File: src/fcsr_pkg.sv
/*
 Package for the flash command interpreter: command codes, operation codes,
 output selector codes, bus write and array request carriers.
 Assumes a single clock domain and a bus interface already synchronised.
*/
package fcsr_pkg;

    localparam int PART_BITS = 3;
    localparam int PARTS = 8;
    localparam int ADDR_BITS = 24;
    localparam int BLOCK_LSB = 16;
    localparam int ID_SPACE_BASE = 24'h00_0000;
    localparam logic [7:0] CMD_READ_ARRAY = 8'hff;
    localparam logic [7:0] CMD_PROGRAM = 8'h40;
    localparam logic [7:0] CMD_PROGRAM_ALT = 8'h10;
    localparam logic [7:0] CMD_BUF_PROGRAM = 8'he8;
    localparam logic [7:0] CMD_ERASE = 8'h20;
    localparam logic [7:0] CMD_FACTORY = 8'h80;
    localparam logic [7:0] CMD_CONFIRM = 8'hd0;
    localparam logic [7:0] CMD_SUSPEND = 8'hb0;
    localparam logic [7:0] CMD_READ_STATUS = 8'h70;
    localparam logic [7:0] CMD_CLEAR_STATUS = 8'h50;
    localparam logic [7:0] CMD_READ_ID = 8'h90;
    localparam logic [7:0] CMD_READ_QUERY = 8'h98;
    localparam logic [7:0] CMD_LOCK_SETUP = 8'h60;
    localparam logic [7:0] CMD_OTP_SETUP = 8'hc0;
    localparam logic [7:0] CMD_LOCK = 8'h01;
    localparam logic [7:0] CMD_LOCK_DOWN = 8'h2f;
    localparam logic [7:0] CMD_CFG_WRITE = 8'h03;
    localparam int STATUS_FACTORY_BIT = 0;
    localparam logic [3:0] ERR_RESET = 4'h0;

    typedef enum logic [1:0] {
        FCSR_OUT_ARRAY,
        FCSR_OUT_ID,
        FCSR_OUT_QUERY,
        FCSR_OUT_STATUS
    } fcsr_out_type;

    typedef enum logic [3:0] {
        FCSR_OP_NONE,
        FCSR_OP_PROGRAM,
        FCSR_OP_ERASE,
        FCSR_OP_FACTORY,
        FCSR_OP_OTP,
        FCSR_OP_LOCK,
        FCSR_OP_UNLOCK,
        FCSR_OP_LOCK_DOWN,
        FCSR_OP_CFG_WRITE,
        FCSR_OP_SUSPEND,
        FCSR_OP_RESUME,
        FCSR_OP_FACTORY_DATA
    } fcsr_op_type;

    typedef struct packed {
        logic valid;
        logic [ADDR_BITS-1:0] addr;
        logic [15:0] data;
    } fcsr_write_type;

    typedef struct packed {
        logic valid;
        fcsr_op_type op;
        logic [ADDR_BITS-1:0] block_addr;
        logic [ADDR_BITS-1:0] addr;
        logic [15:0] data;
    } fcsr_req_type;

endpackage

File: src/fcsr_core.sv
/*
 Command interpreter of a partitioned parallel flash: one chip-wide write
 state machine, per-partition output selectors, array operation requests.
 Assumes bus writes arrive synchronous to i_clk, one cycle each, and the
 array controller reports busy and done on the same clock.
*/
`timescale 1ns/1ps
module fcsr_core (
    input wire logic i_clk,
    input wire logic i_reset,
    input wire fcsr_pkg::fcsr_write_type i_write,
    input wire logic i_array_busy,
    input wire logic i_array_done,
    input wire logic [3:0] i_array_err,
    input wire logic i_factory_status_bit,
    input wire logic [fcsr_pkg::ADDR_BITS-1:0] i_read_addr,
    output fcsr_pkg::fcsr_req_type o_req,
    output logic [3:0] o_err,
    output logic o_idle,
    output logic o_read_valid,
    output fcsr_pkg::fcsr_out_type o_read_sel,
    output logic o_read_query
);
    typedef enum logic [3:0] {
        FCSR_READY,
        FCSR_PROG_SETUP,
        FCSR_ERASE_SETUP,
        FCSR_FACTORY_SETUP,
        FCSR_FACTORY_BUSY,
        FCSR_OTP_SETUP,
        FCSR_LOCK_SETUP,
        FCSR_BUSY,
        FCSR_PROG_SUSP,
        FCSR_PROG_SUSP_ERASE_SETUP
    } fcsr_state_type;

    fcsr_state_type state_q;
    fcsr_state_type state_d;
    fcsr_pkg::fcsr_out_type sel_q [fcsr_pkg::PARTS];
    fcsr_pkg::fcsr_req_type req_d;
    fcsr_pkg::fcsr_req_type req_q;
    logic [fcsr_pkg::ADDR_BITS-1:0] first_cycle_block_address_q;
    logic [3:0] err_q;
    logic read_valid_q;
    fcsr_pkg::fcsr_out_type read_sel_q;
    logic read_query_q;
    logic [fcsr_pkg::PART_BITS-1:0] last_part_q;
    logic idle_q;

    wire logic [7:0] code;
    wire logic legal;
    wire logic [fcsr_pkg::PART_BITS-1:0] wr_part;
    wire logic [fcsr_pkg::PART_BITS-1:0] rd_part;
    wire logic machine_busy;
    wire logic clear_ok;
    wire logic factory_accept;
    wire logic in_setup;
    wire logic [fcsr_pkg::ADDR_BITS-1:0] blk_addr;

    function automatic logic [fcsr_pkg::PART_BITS-1:0] part_of(
        input logic [fcsr_pkg::ADDR_BITS-1:0] a);
        part_of = a[fcsr_pkg::ADDR_BITS-1 -: fcsr_pkg::PART_BITS];
    endfunction

    fcsr_cmd_decode u_decode (
        .i_code(code),
        .o_legal(legal)
    );

    assign code = i_write.data[7:0];
    assign wr_part = part_of(i_write.addr);
    assign rd_part = part_of(i_read_addr);
    assign blk_addr = {i_write.addr[fcsr_pkg::ADDR_BITS-1:fcsr_pkg::BLOCK_LSB],
                       {fcsr_pkg::BLOCK_LSB{1'b0}}};
    assign machine_busy = (state_q == FCSR_BUSY) ||
                          (state_q == FCSR_FACTORY_BUSY);
    assign clear_ok = !machine_busy && !i_array_busy;
    assign factory_accept = (state_q == FCSR_FACTORY_BUSY) &&
                            !i_factory_status_bit;
    // Second cycles and factory data always point at status
    assign in_setup = (state_q == FCSR_PROG_SETUP) ||
                      (state_q == FCSR_ERASE_SETUP) ||
                      (state_q == FCSR_FACTORY_SETUP) ||
                      (state_q == FCSR_FACTORY_BUSY) ||
                      (state_q == FCSR_OTP_SETUP) ||
                      (state_q == FCSR_LOCK_SETUP) ||
                      (state_q == FCSR_PROG_SUSP_ERASE_SETUP);

    // Chip-wide next state, never looks at the selectors
    always_comb begin
        state_d = state_q;
        req_d = '0;
        req_d.block_addr = first_cycle_block_address_q;
        req_d.addr = i_write.addr;
        req_d.data = i_write.data;
        if (i_write.valid) begin
            case (state_q)
                FCSR_READY: begin
                    case (code)
                        fcsr_pkg::CMD_PROGRAM,
                        fcsr_pkg::CMD_PROGRAM_ALT: state_d = FCSR_PROG_SETUP;
                        fcsr_pkg::CMD_ERASE: state_d = FCSR_ERASE_SETUP;
                        fcsr_pkg::CMD_FACTORY: state_d = FCSR_FACTORY_SETUP;
                        fcsr_pkg::CMD_OTP_SETUP: state_d = FCSR_OTP_SETUP;
                        fcsr_pkg::CMD_LOCK_SETUP: state_d = FCSR_LOCK_SETUP;
                        default: state_d = FCSR_READY;
                    endcase
                end
                FCSR_PROG_SETUP: begin
                    req_d.valid = 1'b1;
                    req_d.op = fcsr_pkg::FCSR_OP_PROGRAM;
                    state_d = FCSR_BUSY;
                end
                FCSR_OTP_SETUP: begin
                    req_d.valid = 1'b1;
                    req_d.op = fcsr_pkg::FCSR_OP_OTP;
                    state_d = FCSR_BUSY;
                end
                FCSR_ERASE_SETUP: begin
                    if (code == fcsr_pkg::CMD_CONFIRM) begin
                        req_d.valid = 1'b1;
                        req_d.op = fcsr_pkg::FCSR_OP_ERASE;
                        state_d = FCSR_BUSY;
                    end else begin
                        state_d = FCSR_READY;
                    end
                end
                FCSR_FACTORY_SETUP: begin
                    if (code == fcsr_pkg::CMD_CONFIRM) begin
                        req_d.valid = 1'b1;
                        req_d.op = fcsr_pkg::FCSR_OP_FACTORY;
                        state_d = FCSR_FACTORY_BUSY;
                    end else begin
                        state_d = FCSR_READY;
                    end
                end
                FCSR_FACTORY_BUSY: begin
                    if (factory_accept) begin
                        req_d.valid = 1'b1;
                        req_d.op = fcsr_pkg::FCSR_OP_FACTORY_DATA;
                    end
                end
                FCSR_LOCK_SETUP: begin
                    req_d.valid = 1'b1;
                    case (code)
                        fcsr_pkg::CMD_LOCK: req_d.op = fcsr_pkg::FCSR_OP_LOCK;
                        fcsr_pkg::CMD_CONFIRM:
                            req_d.op = fcsr_pkg::FCSR_OP_UNLOCK;
                        fcsr_pkg::CMD_LOCK_DOWN:
                            req_d.op = fcsr_pkg::FCSR_OP_LOCK_DOWN;
                        fcsr_pkg::CMD_CFG_WRITE:
                            req_d.op = fcsr_pkg::FCSR_OP_CFG_WRITE;
                        default: req_d.valid = 1'b0;
                    endcase
                    state_d = FCSR_READY;
                end
                FCSR_BUSY: begin
                    if (code == fcsr_pkg::CMD_SUSPEND) begin
                        req_d.valid = 1'b1;
                        req_d.op = fcsr_pkg::FCSR_OP_SUSPEND;
                        state_d = FCSR_PROG_SUSP;
                    end
                end
                FCSR_PROG_SUSP: begin
                    if (code == fcsr_pkg::CMD_CONFIRM) begin
                        req_d.valid = 1'b1;
                        req_d.op = fcsr_pkg::FCSR_OP_RESUME;
                        state_d = FCSR_BUSY;
                    end else if (code == fcsr_pkg::CMD_ERASE) begin
                        state_d = FCSR_PROG_SUSP_ERASE_SETUP;
                    end
                end
                FCSR_PROG_SUSP_ERASE_SETUP: begin
                    // Ambiguous confirm dropped, program stays suspended
                    state_d = FCSR_PROG_SUSP;
                end
                default: state_d = FCSR_READY;
            endcase
        end else if (i_array_done &&
                     (state_q == FCSR_BUSY ||
                      state_q == FCSR_FACTORY_BUSY)) begin
            state_d = FCSR_READY;
        end
    end

    always_ff @(posedge i_clk or posedge i_reset) begin
        if (i_reset) begin
            state_q <= FCSR_READY;
            req_q <= '0;
            idle_q <= 1'b1;
        end else begin
            state_q <= state_d;
            req_q <= req_d;
            idle_q <= state_d == FCSR_READY;
        end
    end

    // Block address of the opening cycle held for the sequence
    always_ff @(posedge i_clk or posedge i_reset) begin
        if (i_reset) begin
            first_cycle_block_address_q <= '0;
        end else if (i_write.valid && state_q == FCSR_READY) begin
            first_cycle_block_address_q <= blk_addr;
        end
    end

    // Error bits: array reports set, clear only when idle; set wins
    always_ff @(posedge i_clk or posedge i_reset) begin
        if (i_reset) begin
            err_q <= fcsr_pkg::ERR_RESET;
        end else if (i_write.valid && code == fcsr_pkg::CMD_CLEAR_STATUS &&
                     state_q == FCSR_READY && clear_ok) begin
            err_q <= i_array_err;
        end else begin
            err_q <= err_q | i_array_err;
        end
    end

    // Per-partition output selector, last command decides
    always_ff @(posedge i_clk or posedge i_reset) begin
        if (i_reset) begin
            for (int p = 0; p < fcsr_pkg::PARTS; p++) begin
                sel_q[p] <= fcsr_pkg::FCSR_OUT_ARRAY;
            end
            last_part_q <= '0;
        end else if (i_write.valid) begin
            last_part_q <= wr_part;
            if (!legal || in_setup) begin
                sel_q[wr_part] <= fcsr_pkg::FCSR_OUT_STATUS;
            end else begin
                case (code)
                    fcsr_pkg::CMD_READ_ARRAY:
                        sel_q[wr_part] <= fcsr_pkg::FCSR_OUT_ARRAY;
                    fcsr_pkg::CMD_READ_ID:
                        sel_q[wr_part] <= fcsr_pkg::FCSR_OUT_ID;
                    fcsr_pkg::CMD_READ_QUERY:
                        sel_q[wr_part] <= fcsr_pkg::FCSR_OUT_QUERY;
                    fcsr_pkg::CMD_READ_STATUS, fcsr_pkg::CMD_PROGRAM,
                    fcsr_pkg::CMD_PROGRAM_ALT, fcsr_pkg::CMD_ERASE,
                    fcsr_pkg::CMD_FACTORY, fcsr_pkg::CMD_OTP_SETUP,
                    fcsr_pkg::CMD_LOCK_SETUP:
                        sel_q[wr_part] <= fcsr_pkg::FCSR_OUT_STATUS;
                    default: sel_q[wr_part] <= sel_q[wr_part];
                endcase
            end
        end
    end

    // Read path: invalid only for array reads of the last written partition while busy
    always_ff @(posedge i_clk or posedge i_reset) begin
        if (i_reset) begin
            read_valid_q <= 1'b0;
            read_sel_q <= fcsr_pkg::FCSR_OUT_ARRAY;
            read_query_q <= 1'b0;
        end else begin
            read_sel_q <= sel_q[rd_part];
            read_valid_q <= !(sel_q[rd_part] == fcsr_pkg::FCSR_OUT_ARRAY &&
                              machine_busy && rd_part == last_part_q);
            read_query_q <= sel_q[rd_part] == fcsr_pkg::FCSR_OUT_QUERY;
        end
    end

    assign o_req = req_q;
    assign o_err = err_q;
    assign o_idle = idle_q;
    assign o_read_valid = read_valid_q;
    assign o_read_sel = read_sel_q;
    assign o_read_query = read_query_q;
endmodule // fcsr_core

File: src/fcsr_cmd_decode.sv
/*
 Command code classifier for the flash command interpreter.
 Assumes the code is the low byte of the bus write data.
*/
`timescale 1ns/1ps
module fcsr_cmd_decode (
    input wire logic [7:0] i_code,
    output logic o_legal
);
    wire logic is_prog;
    wire logic is_misc;
    wire logic is_lock;
    assign is_prog = (i_code == fcsr_pkg::CMD_PROGRAM) ||
                     (i_code == fcsr_pkg::CMD_PROGRAM_ALT) ||
                     (i_code == fcsr_pkg::CMD_BUF_PROGRAM) ||
                     (i_code == fcsr_pkg::CMD_ERASE) ||
                     (i_code == fcsr_pkg::CMD_FACTORY) ||
                     (i_code == fcsr_pkg::CMD_OTP_SETUP);
    assign is_misc = (i_code == fcsr_pkg::CMD_READ_ARRAY) ||
                     (i_code == fcsr_pkg::CMD_CONFIRM) ||
                     (i_code == fcsr_pkg::CMD_SUSPEND) ||
                     (i_code == fcsr_pkg::CMD_READ_STATUS) ||
                     (i_code == fcsr_pkg::CMD_CLEAR_STATUS) ||
                     (i_code == fcsr_pkg::CMD_READ_ID) ||
                     (i_code == fcsr_pkg::CMD_READ_QUERY);
    assign is_lock = (i_code == fcsr_pkg::CMD_LOCK_SETUP) ||
                     (i_code == fcsr_pkg::CMD_LOCK) ||
                     (i_code == fcsr_pkg::CMD_LOCK_DOWN) ||
                     (i_code == fcsr_pkg::CMD_CFG_WRITE);
    // Anything outside the permitted set is illegal
    assign o_legal = is_prog || is_misc || is_lock;
endmodule // fcsr_cmd_decode

File: config.mk
export PLATFORM = sky130hd
export DESIGN_NAME = fcsr_core
export DESIGN_NICKNAME = d
export VERILOG_FILES = /design/src/fcsr_pkg.sv /design/src/fcsr_core.sv /design/src/fcsr_cmd_decode.sv
export SDC_FILE = /design/constraint.sdc
export NUM_CORES = 1
export LEC_CHECK = 0
export BUFFER_PORTS_ARGS = -buffer_cell sky130_fd_sc_hd__buf_2
export CORE_ASPECT_RATIO = 1.2
export CORE_MARGIN = 2
export CORE_UTILIZATION = 41
export CTS_BUF_LIST = sky130_fd_sc_hd__clkbuf_8
export DETAILED_ROUTE_END_ITERATION = 10
export PLACE_DENSITY_LB_ADDON = 0.25
export SKIP_LAST_GASP = 1
export SLEW_MARGIN = 20
export SYNTH_ARGS = -nofsm -noshare
export SYNTH_HDL_FRONTEND = slang
export SYNTH_HIERARCHICAL = 1
export SYNTH_SLANG_ARGS = --single-unit
File: constraint.sdc
create_clock -name i_clk -period 8.5 [get_ports i_clk]
set_input_delay 0.85 -clock i_clk [delete_from_list [all_inputs] [get_ports i_clk]]
set_output_delay 0.85 -clock i_clk [all_outputs]
set_load 0.01 [all_outputs]
==> summary.txt, run 1 <==
Outcome
  • Status: complete, no violations

Synth
  • Top cells by area, synth: dfrtp_1, mux2_2, mux4_2
  • Count leader, synth: dfrtp_1
  • Simple-gate area share of the yosys netlist: 0.1490
  • Post-synthesis cell area: around 4100 um^2
  • Compound-Gate Fraction of Synth Area: 0.1159
  • Commonest cells in the netlist: dfrtp_1, nand2_1, nor2_1, mux2_2, buf_4
  • Post-synthesis sequential area ratio: 0.5646
  • Post-synthesis cell type count: 63
  • Post-Synth Adder-Cell Area: 0
  • Synthesized instance count: around 350
  • Post-synth ARST share: 1.000
  • #FFs+latches synth: 93
  • XOR/XNOR Fraction of Synth Area: 0.01274
  • Mean Syn Cell Area: between 10 and 15 um^2
  • Mux cell area share after synthesis: 0.1001
  • Number of synthesized flops with an enable pin: 0
  • Top FF cell, synth: dfrtp_1
  • Synthesis warning total: 6
  • Yosys top cell by area: dfrtp_1
  • Main combinational cell family by area after synthesis: simple AND/OR/NAND/NOR gates
  • Yosys top cell area share: 0.5583

Clock network
  • Worst-Skew Late Latency: ~0.37 ns
  • CTS resizes: 0
  • TritonCTS clock tree: yes
  • Hold buffers post-CTS: 0
  • Clock Pin Slew Worst Setup and Hold Paths: between 0.1 and 0.15 ns
  • Max H-tree Level: 3
  • Setup bufs post-CTS: 0
  • CTS Buf Count: 9
  • Worst-case clock buffer depth: 2
  • Sinks on Clock Net: 93
  • CTS root buf: clkbuf_8

Critical path
  • Crit. path cell count: 10
  • Crit path launch: i_write[7]
  • RR Startpoint: state_q[3]
  • Crit-path cells: buf_2, nand2_1, mux2_2, o32ai_1, a22o_1, nor4b_1, a311oi_1, a31oi_2, a32oi_2, mux2_2
  • Slowest cell on the critical path: a31oi_2
  • CP startpoint kind: primary input
  • CP most frequent cell: mux2_2
  • Worst-path fanout max: 20
  • CP arrival: between 3 and 4 ns
  • CP Capture Type: register
  • Worst Reg-to-Reg Cells: 5
  • CP Class: primary input to register
  • Flop2flop setup slack: around 6.1 ns
  • WP buf/inv: 1
  • Critical Path Max Stage Delay: between 0.3 and 0.4 ns
  • Crit path max-delay family: compound AO/OA/AOI/OAI gates
  • Crit path required time: slightly below 9 ns
  • Worst R2R End: o_idle

Pwr
  • Clock power frac: 0.256
  • Int Pwr: between 700 and 800 uW
  • Peak supply drop: roughly 0.081 mV
  • Seq pwr share: 0.502
  • Power Density: 230.6 nW/um^2
  • Sw power: ~380 uW
  • Comb pwr share: 0.242
  • Leakage: between 0.002 and 0.0025 uW
  • Switching share of power: 0.3325

GRT
  • Vias in the first global route: roughly 2800
  • First-pass GRT wire length: around 14000 um
  • GRT Residual Overflow: 0
  • GRT Overall Usage: 0.1649
  • Largest net degree at the start of global routing: 65
  • Initial antenna violation count: 0

Routing
  • Drt initial violations: 162
  • Pre-antenna DRT Iters: 5
  • Drt wl/cell: 15.19 um
  • DR DRC count: 0
  • Final wirelength: roughly 8900 um
  • Vias/cell: 5.253
  • Vias post-DR: roughly 3100
  • Post-DRT Antenna Nets: 0

STA
  • RSZ-0062 raised after global routing: false
  • Clock skew: around 0.011 ns
  • Max Slew Vio Count: 0
  • Setup-failing EPs final: 0
  • Final min period: ~2.9 ns
  • Slew of the pin with the lowest slew margin: around 0.79 ns
  • Endpoints failing hold: 0
  • Relative slew slack: 0.4723
  • Max Clk Rate: ~340 MHz
  • Final period util: 0.3469
  • Setup TNS: 0 ns

Place
  • Post-DP HPWL: between 6000 and 7000 um
  • PortBufs: between 100 and 150
  • Area post-placement: about 4700 um^2
  • Final GP Congestion: ~0.85
  • Dpl cells: 568

Hold path
  • Hold Crit Class: register to register
  • Hold_sp: first_cycle_block_address_q[22]
  • WHS Path Cells: 0
  • Worst Hold End: o_req[62]

Floorplan
  • Total core area: approximately 9900 um^2
  • Site row count: 40
  • Die Span X: between 90 and 100 um
  • Starting Density: 0.4162
  • Die area: 10880 um^2
  • Ports: 152
  • Die height: 113.9 um

Layout
  • Synth-to-Final Area Change: 19.14%
  • Number of nets in the layout: 527
  • Fin cells: 584
  • Layout cells sized above 1: 0.3843
  • # diodes: 0
  • Cell area after layout: 4913 um^2

Run
  • Max_cap viols: 0
worst max-delay path by stage:
| stage | to | slack [ns] |
|---|---|---|
| 2_1_floorplan | first_cycle_block_address_q[16] | 5.23 |
| 3_3_place_gp | sel_q[2] | 5.26 |
| 3_5_place_dp | sel_q[1] | 5.15 |
| 4_1_cts | sel_q[1] | 5.55 |
| 5_1_grt | sel_q[11] | 5.27 |
| 6_report | sel_q[11] | 5.55 |
cells by family (layout without fill, tap and decap cells):
kind of cell	after synthesis	after routing
AO/OA/AOI/OAI	65	65
XOR/XNOR	6	6
buffers and inverters	43	139
flip-flops	93	93
multiplexers	30	30
other	1	16
AND/OR/NAND/NOR	109	109
layout by cell type, fill, tap and decap left out, drive strengths merged, types with 2 or more instances in the layout:
cell	synthesis	layout
a221oi	2	2
nand3	5	5
nor4	9	9
conb	1	16
inv	7	10
o32ai	3	3
a211o	3	3
o22ai	2	2
mux4	7	7
a31oi	8	8
or2	3	3
dfrtp	92	92
clkinv	1	4
a22o	3	3
a21oi	11	11
mux2	20	20
nor3b	2	2
and3	2	2
xor2	5	5
nor3	8	8
nand3b	3	3
o31ai	2	2
a41oi	2	2
buf	26	115
nand2b	5	5
nor2b	5	5
nand4b	2	2
nor2	21	21
a21o	5	5
nand2	26	26
and4	2	2
clkbuf	9	9
or4	2	2
o21ai	13	13
nand4	8	8
a32oi	3	3
or3	2	2
mux2i	3	3
nor4b	2	2
per-layer routing:
layer / track usage / wire length [um]
met1: 0.2161 / 3683
met2: 0.2569 / 4397
met3: 0.02378 / 542
met4: 0.1000 / 247
met5: 0 / 0
stage by stage:
step	utilization	hold WS, ns	total power, uW	setup slack [ns]
3_3_place_gp	0.4758	0.3513	844.2	5.256
2_1_floorplan	-	0.3486	762.6	5.231
4_1_cts	0.4958	0.3719	1149	5.555
5_1_grt	0.4958	0.3893	1204	5.271
3_5_place_dp	0.4758	0.3601	854.1	5.151
6_report	0.4958	0.3676	1133	5.552
power groups by stage:
stage	logic (uW)	registers [uW]	clock network, uW
after floorplan	190	572	0
after global placement	270	574	0
after detailed placement	276	578	0
after CTS	276	569	303
after global routing	304	579	321
final	274	569	290
flip-flops by register name, summed over array words and instances (netlist names):
name and flops:
first_cycle_block_address_q 8, last_part_q 3, o_err 4, o_idle 1, o_read_query 1, o_read_sel 2
o_read_valid 1, o_req 53, sel_q 16, state_q 4
layout make-up:
cell class / instances / area, um^2
Fill cell: 914 / 4996
Sequential cell: 93 / 2328
Multi-Input combinational cell: 226 / 1618
Timing Repair Buffer: 115 / 578.1
Tap cell: 126 / 157.7
Clock buffer: 9 / 123.9
Clock inverter: 7 / 75.07
Inverter: 8 / 32.53
Note: power is estimated with default switching activity, not from simulation.
==> run 2, diff against run 1 <==
Clock period 8.5 ns to 2.7 ns, I/O delays scaled along.
==> summary.txt, run 2 (synthesis results as in run 1) <==
Routing
  • Post-DRT Antenna Nets: 0 (unchanged)
  • Final wirelength: 9217 um (+3.9%)
  • Pre-antenna DRT Iters: 4 (-1)
  • Vias/cell: 5.202 (-0.97%)
  • Drt wl/cell: 14.91 um (-1.8%)
  • Drt initial violations: 246 (+52%)
  • Vias post-DR: 3215 (+4.8%)
  • DR DRC count: 0 (unchanged)

STA
  • Relative slew slack: 0.4613 (-0.01096)
  • Slew of the pin with the lowest slew margin: 0.8080 ns (+0.01643 ns)
  • Max Slew Vio Count: 0 (unchanged)
  • RSZ-0062 raised after global routing: false
  • Clock skew: 0.01105 ns (+0.00009300 ns)
  • Final period util: 0.8351
  • Final min period: between 2 and 2.5 ns
  • Setup TNS: 0 ns (unchanged)
  • Endpoints failing hold: 0 (unchanged)
  • Setup-failing EPs final: 0 (unchanged)
  • Max Clk Rate: between 400 and 500 MHz

Layout
  • Layout cells sized above 1: 0.3720 (-0.01233)
  • Multi-input gate area: 1618 um^2 (unchanged)
  • Fillcell total: 912 (-0.22%)
  • Most frequent cells in the layout: buf_2, dfrtp_1, nand2_1, dlygate4sd3_1, nor2_1
  • Final core occ: 0.5311 (+0.03523)
  • Number of nets in the layout: 561 (+6.5%)
  • Max FFs per register: 53 (unchanged)
  • Area occupied by registers: 2328 um^2 (unchanged)
  • # diodes: 0 (unchanged)
  • Synth-to-Final Area Change: 27.61%
  • Commonest non-fill, non-tap cell in the layout: buf_2

Pwr
  • Power Density: 711.7 nW/um^2 (+210%)
  • Clock power frac: 0.280 (+0.024)
  • Switching share of power: 0.3073 (-0.02523)
  • Int Pwr: 2594 uW (+240%)
  • Leakage: 0.002316 uW (+7.8%)
  • Total power draw: 3745 uW (+230%)
  • Sw power: 1151 uW (+210%)
  • Peak supply drop: 0.2595 mV (+220%)
  • Comb pwr share: 0.243 (about the same)
  • Seq pwr share: 0.478 (-0.024)

Floorplan
  • Total core area: 9910 um^2 (unchanged)
  • Die height: 113.9 um (unchanged)
  • Die Span X: 95.56 um (unchanged)
  • Ports: 152 (unchanged)
  • Site row count: 40 (unchanged)
  • Die area: 10880 um^2 (unchanged)
  • Starting Density: 0.4162 (unchanged)

GRT
  • Vias in the first global route: 3050 (+7.2%)
  • GRT Residual Overflow: 0 (unchanged)
  • First-pass GRT wire length: 14570 um (+5.2%)
  • GRT Overall Usage: 0.1729 (+0.008013)
  • Largest net degree at the start of global routing: 68 (+4.6%)
  • Initial antenna violation count: 0 (unchanged)

Critical path
  • Worst Reg-to-Reg Cells: 6 (+1)
  • Slowest cell on the critical path: nor4_1
  • Worst-path fanout max: 15 (-25%)
  • Critical Path Max Stage Delay: 0.38 ns (+0.06 ns)
  • CP Class: primary input to register
  • CP arrival: 2.49 ns (-0.71 ns)
  • Crit-path cells: buf_2, nor4_1, nand3_1, a21oi_1, a22o_1, nor4b_1, a311oi_1, a31oi_2, a21boi_2, o21ai_0
  • Flop2flop setup slack: 0.56 ns (-5.57 ns)
  • CP startpoint kind: primary input
  • CP Capture Type: register
  • RR Startpoint: state_q[2]
  • Worst R2R End: o_idle
  • Crit path required time: 2.94 ns (-5.82 ns)

Run
  • Max_cap viols: 0 (unchanged)

Clock network
  • CTS Buf Count: 9 (unchanged)
  • Sinks on Clock Net: 93 (unchanged)
  • CTS root buf: clkbuf_8
  • Worst-Skew Late Latency: 0.37 ns (about the same)
  • Worst-case clock buffer depth: 2 (unchanged)
  • TritonCTS clock tree: yes
  • Max H-tree Level: 3 (unchanged)
  • Clock Pin Slew Worst Setup and Hold Paths: 0.09 ns (-0.02 ns)

Hold path
  • Hold Crit Class: primary input to register
  • Worst Hold End: o_req[32]
  • WHS Path Cells: 1 (+1)
  • Hold_sp: i_write[32]

Place
  • PortBufs: 114 (unchanged)
  • Final GP Congestion: 0.8144 (-3.8%)
  • Post-DP HPWL: 6361 um (+0.51%)

Outcome
  • Status: complete, no violations
-- run 2: cell count changes in the layout (fill, tap and decap cells not counted), moves of 2 or more --
cell and delta:
buf_4 +8, inv_6 +2, bufinv_16 +2, dlygate4sd3_1 +26
clkinv_4 -2
-- run 2: what timing repair did --
item                                   4_1_cts  5_1_grt
endpoints found under the hold margin       24        2
resized for setup                            0        0
setup buffers                                0        0
hold buffers                                24        2
-- run 2: layer usage --
metal / vias up / share of wire / track usage
li1: 1516 / - / -
met3: 21 / 0.067 / 0.03633
met1: 1561 / 0.39 / 0.2156
met5: - / 0 / 0
met2: 117 / 0.51 / 0.2774
met4: 0 / 0.028 / 0.09619
-- run 2: cell type report --
| class | count | share of cell area |
|---|---|---|
| Sequential cell | 93 | 0.4425 |
| Clock buffer | 9 | 0.02354 |
| Multi-Input combinational cell | 226 | 0.3074 |
| Tap cell | 126 | 0.02996 |
| Clock inverter | 7 | 0.01973 |
| Timing Repair Buffer | 149 | 0.1707 |
| Inverter | 8 | 0.006182 |
-- run 2: how the worst max path moves through the flow --
| stage | from | to | slack [ns] |
|---|---|---|---|
| 3_5_place_dp | i_write[0] | sel_q[2] | 0.09 |
| 4_1_cts | i_write[0] | sel_q[0] | 0.49 |
| 3_3_place_gp | i_write[0] | sel_q[7] | 0.14 |
| 5_1_grt | i_write[0] | sel_q[2] | 0.27 |
| 2_1_floorplan | i_reset | first_cycle_block_address_q[16] | 0.01 |
| 6_report | i_write[0] | sel_q[0] | 0.45 |
-- run 2: power by group through the flow --
stage	logic, uW	registers [uW]	clock network (uW)
2_1_floorplan	599	1800	0
3_3_place_gp	868	1810	0
3_5_place_dp	883	1820	0
4_1_cts	914	1790	1080
5_1_grt	1010	1820	1150
6_report	909	1790	1050
-- run 2: per-stage QoR --
stage	hold slack, ns	instance area (um^2)	setup WS (ns)	std cells
2_1_floorplan	0.3014	4180	0.01134	362
3_3_place_gp	0.3515	4775	0.1437	576
3_5_place_dp	0.3582	4775	0.09344	576
4_1_cts	0.0003060	5243	0.4860	616
5_1_grt	0.005943	5263	0.2715	618
6_report	0.02699	5263	0.4453	618
-- run 2: worst max-delay path: cells and delay by family --
family | cells | cell delay (ns)
AO/OA/AOI/OAI | 6 | 1.30
buffers and inverters | 1 | 0.19
AND/OR/NAND/NOR | 3 | 0.75
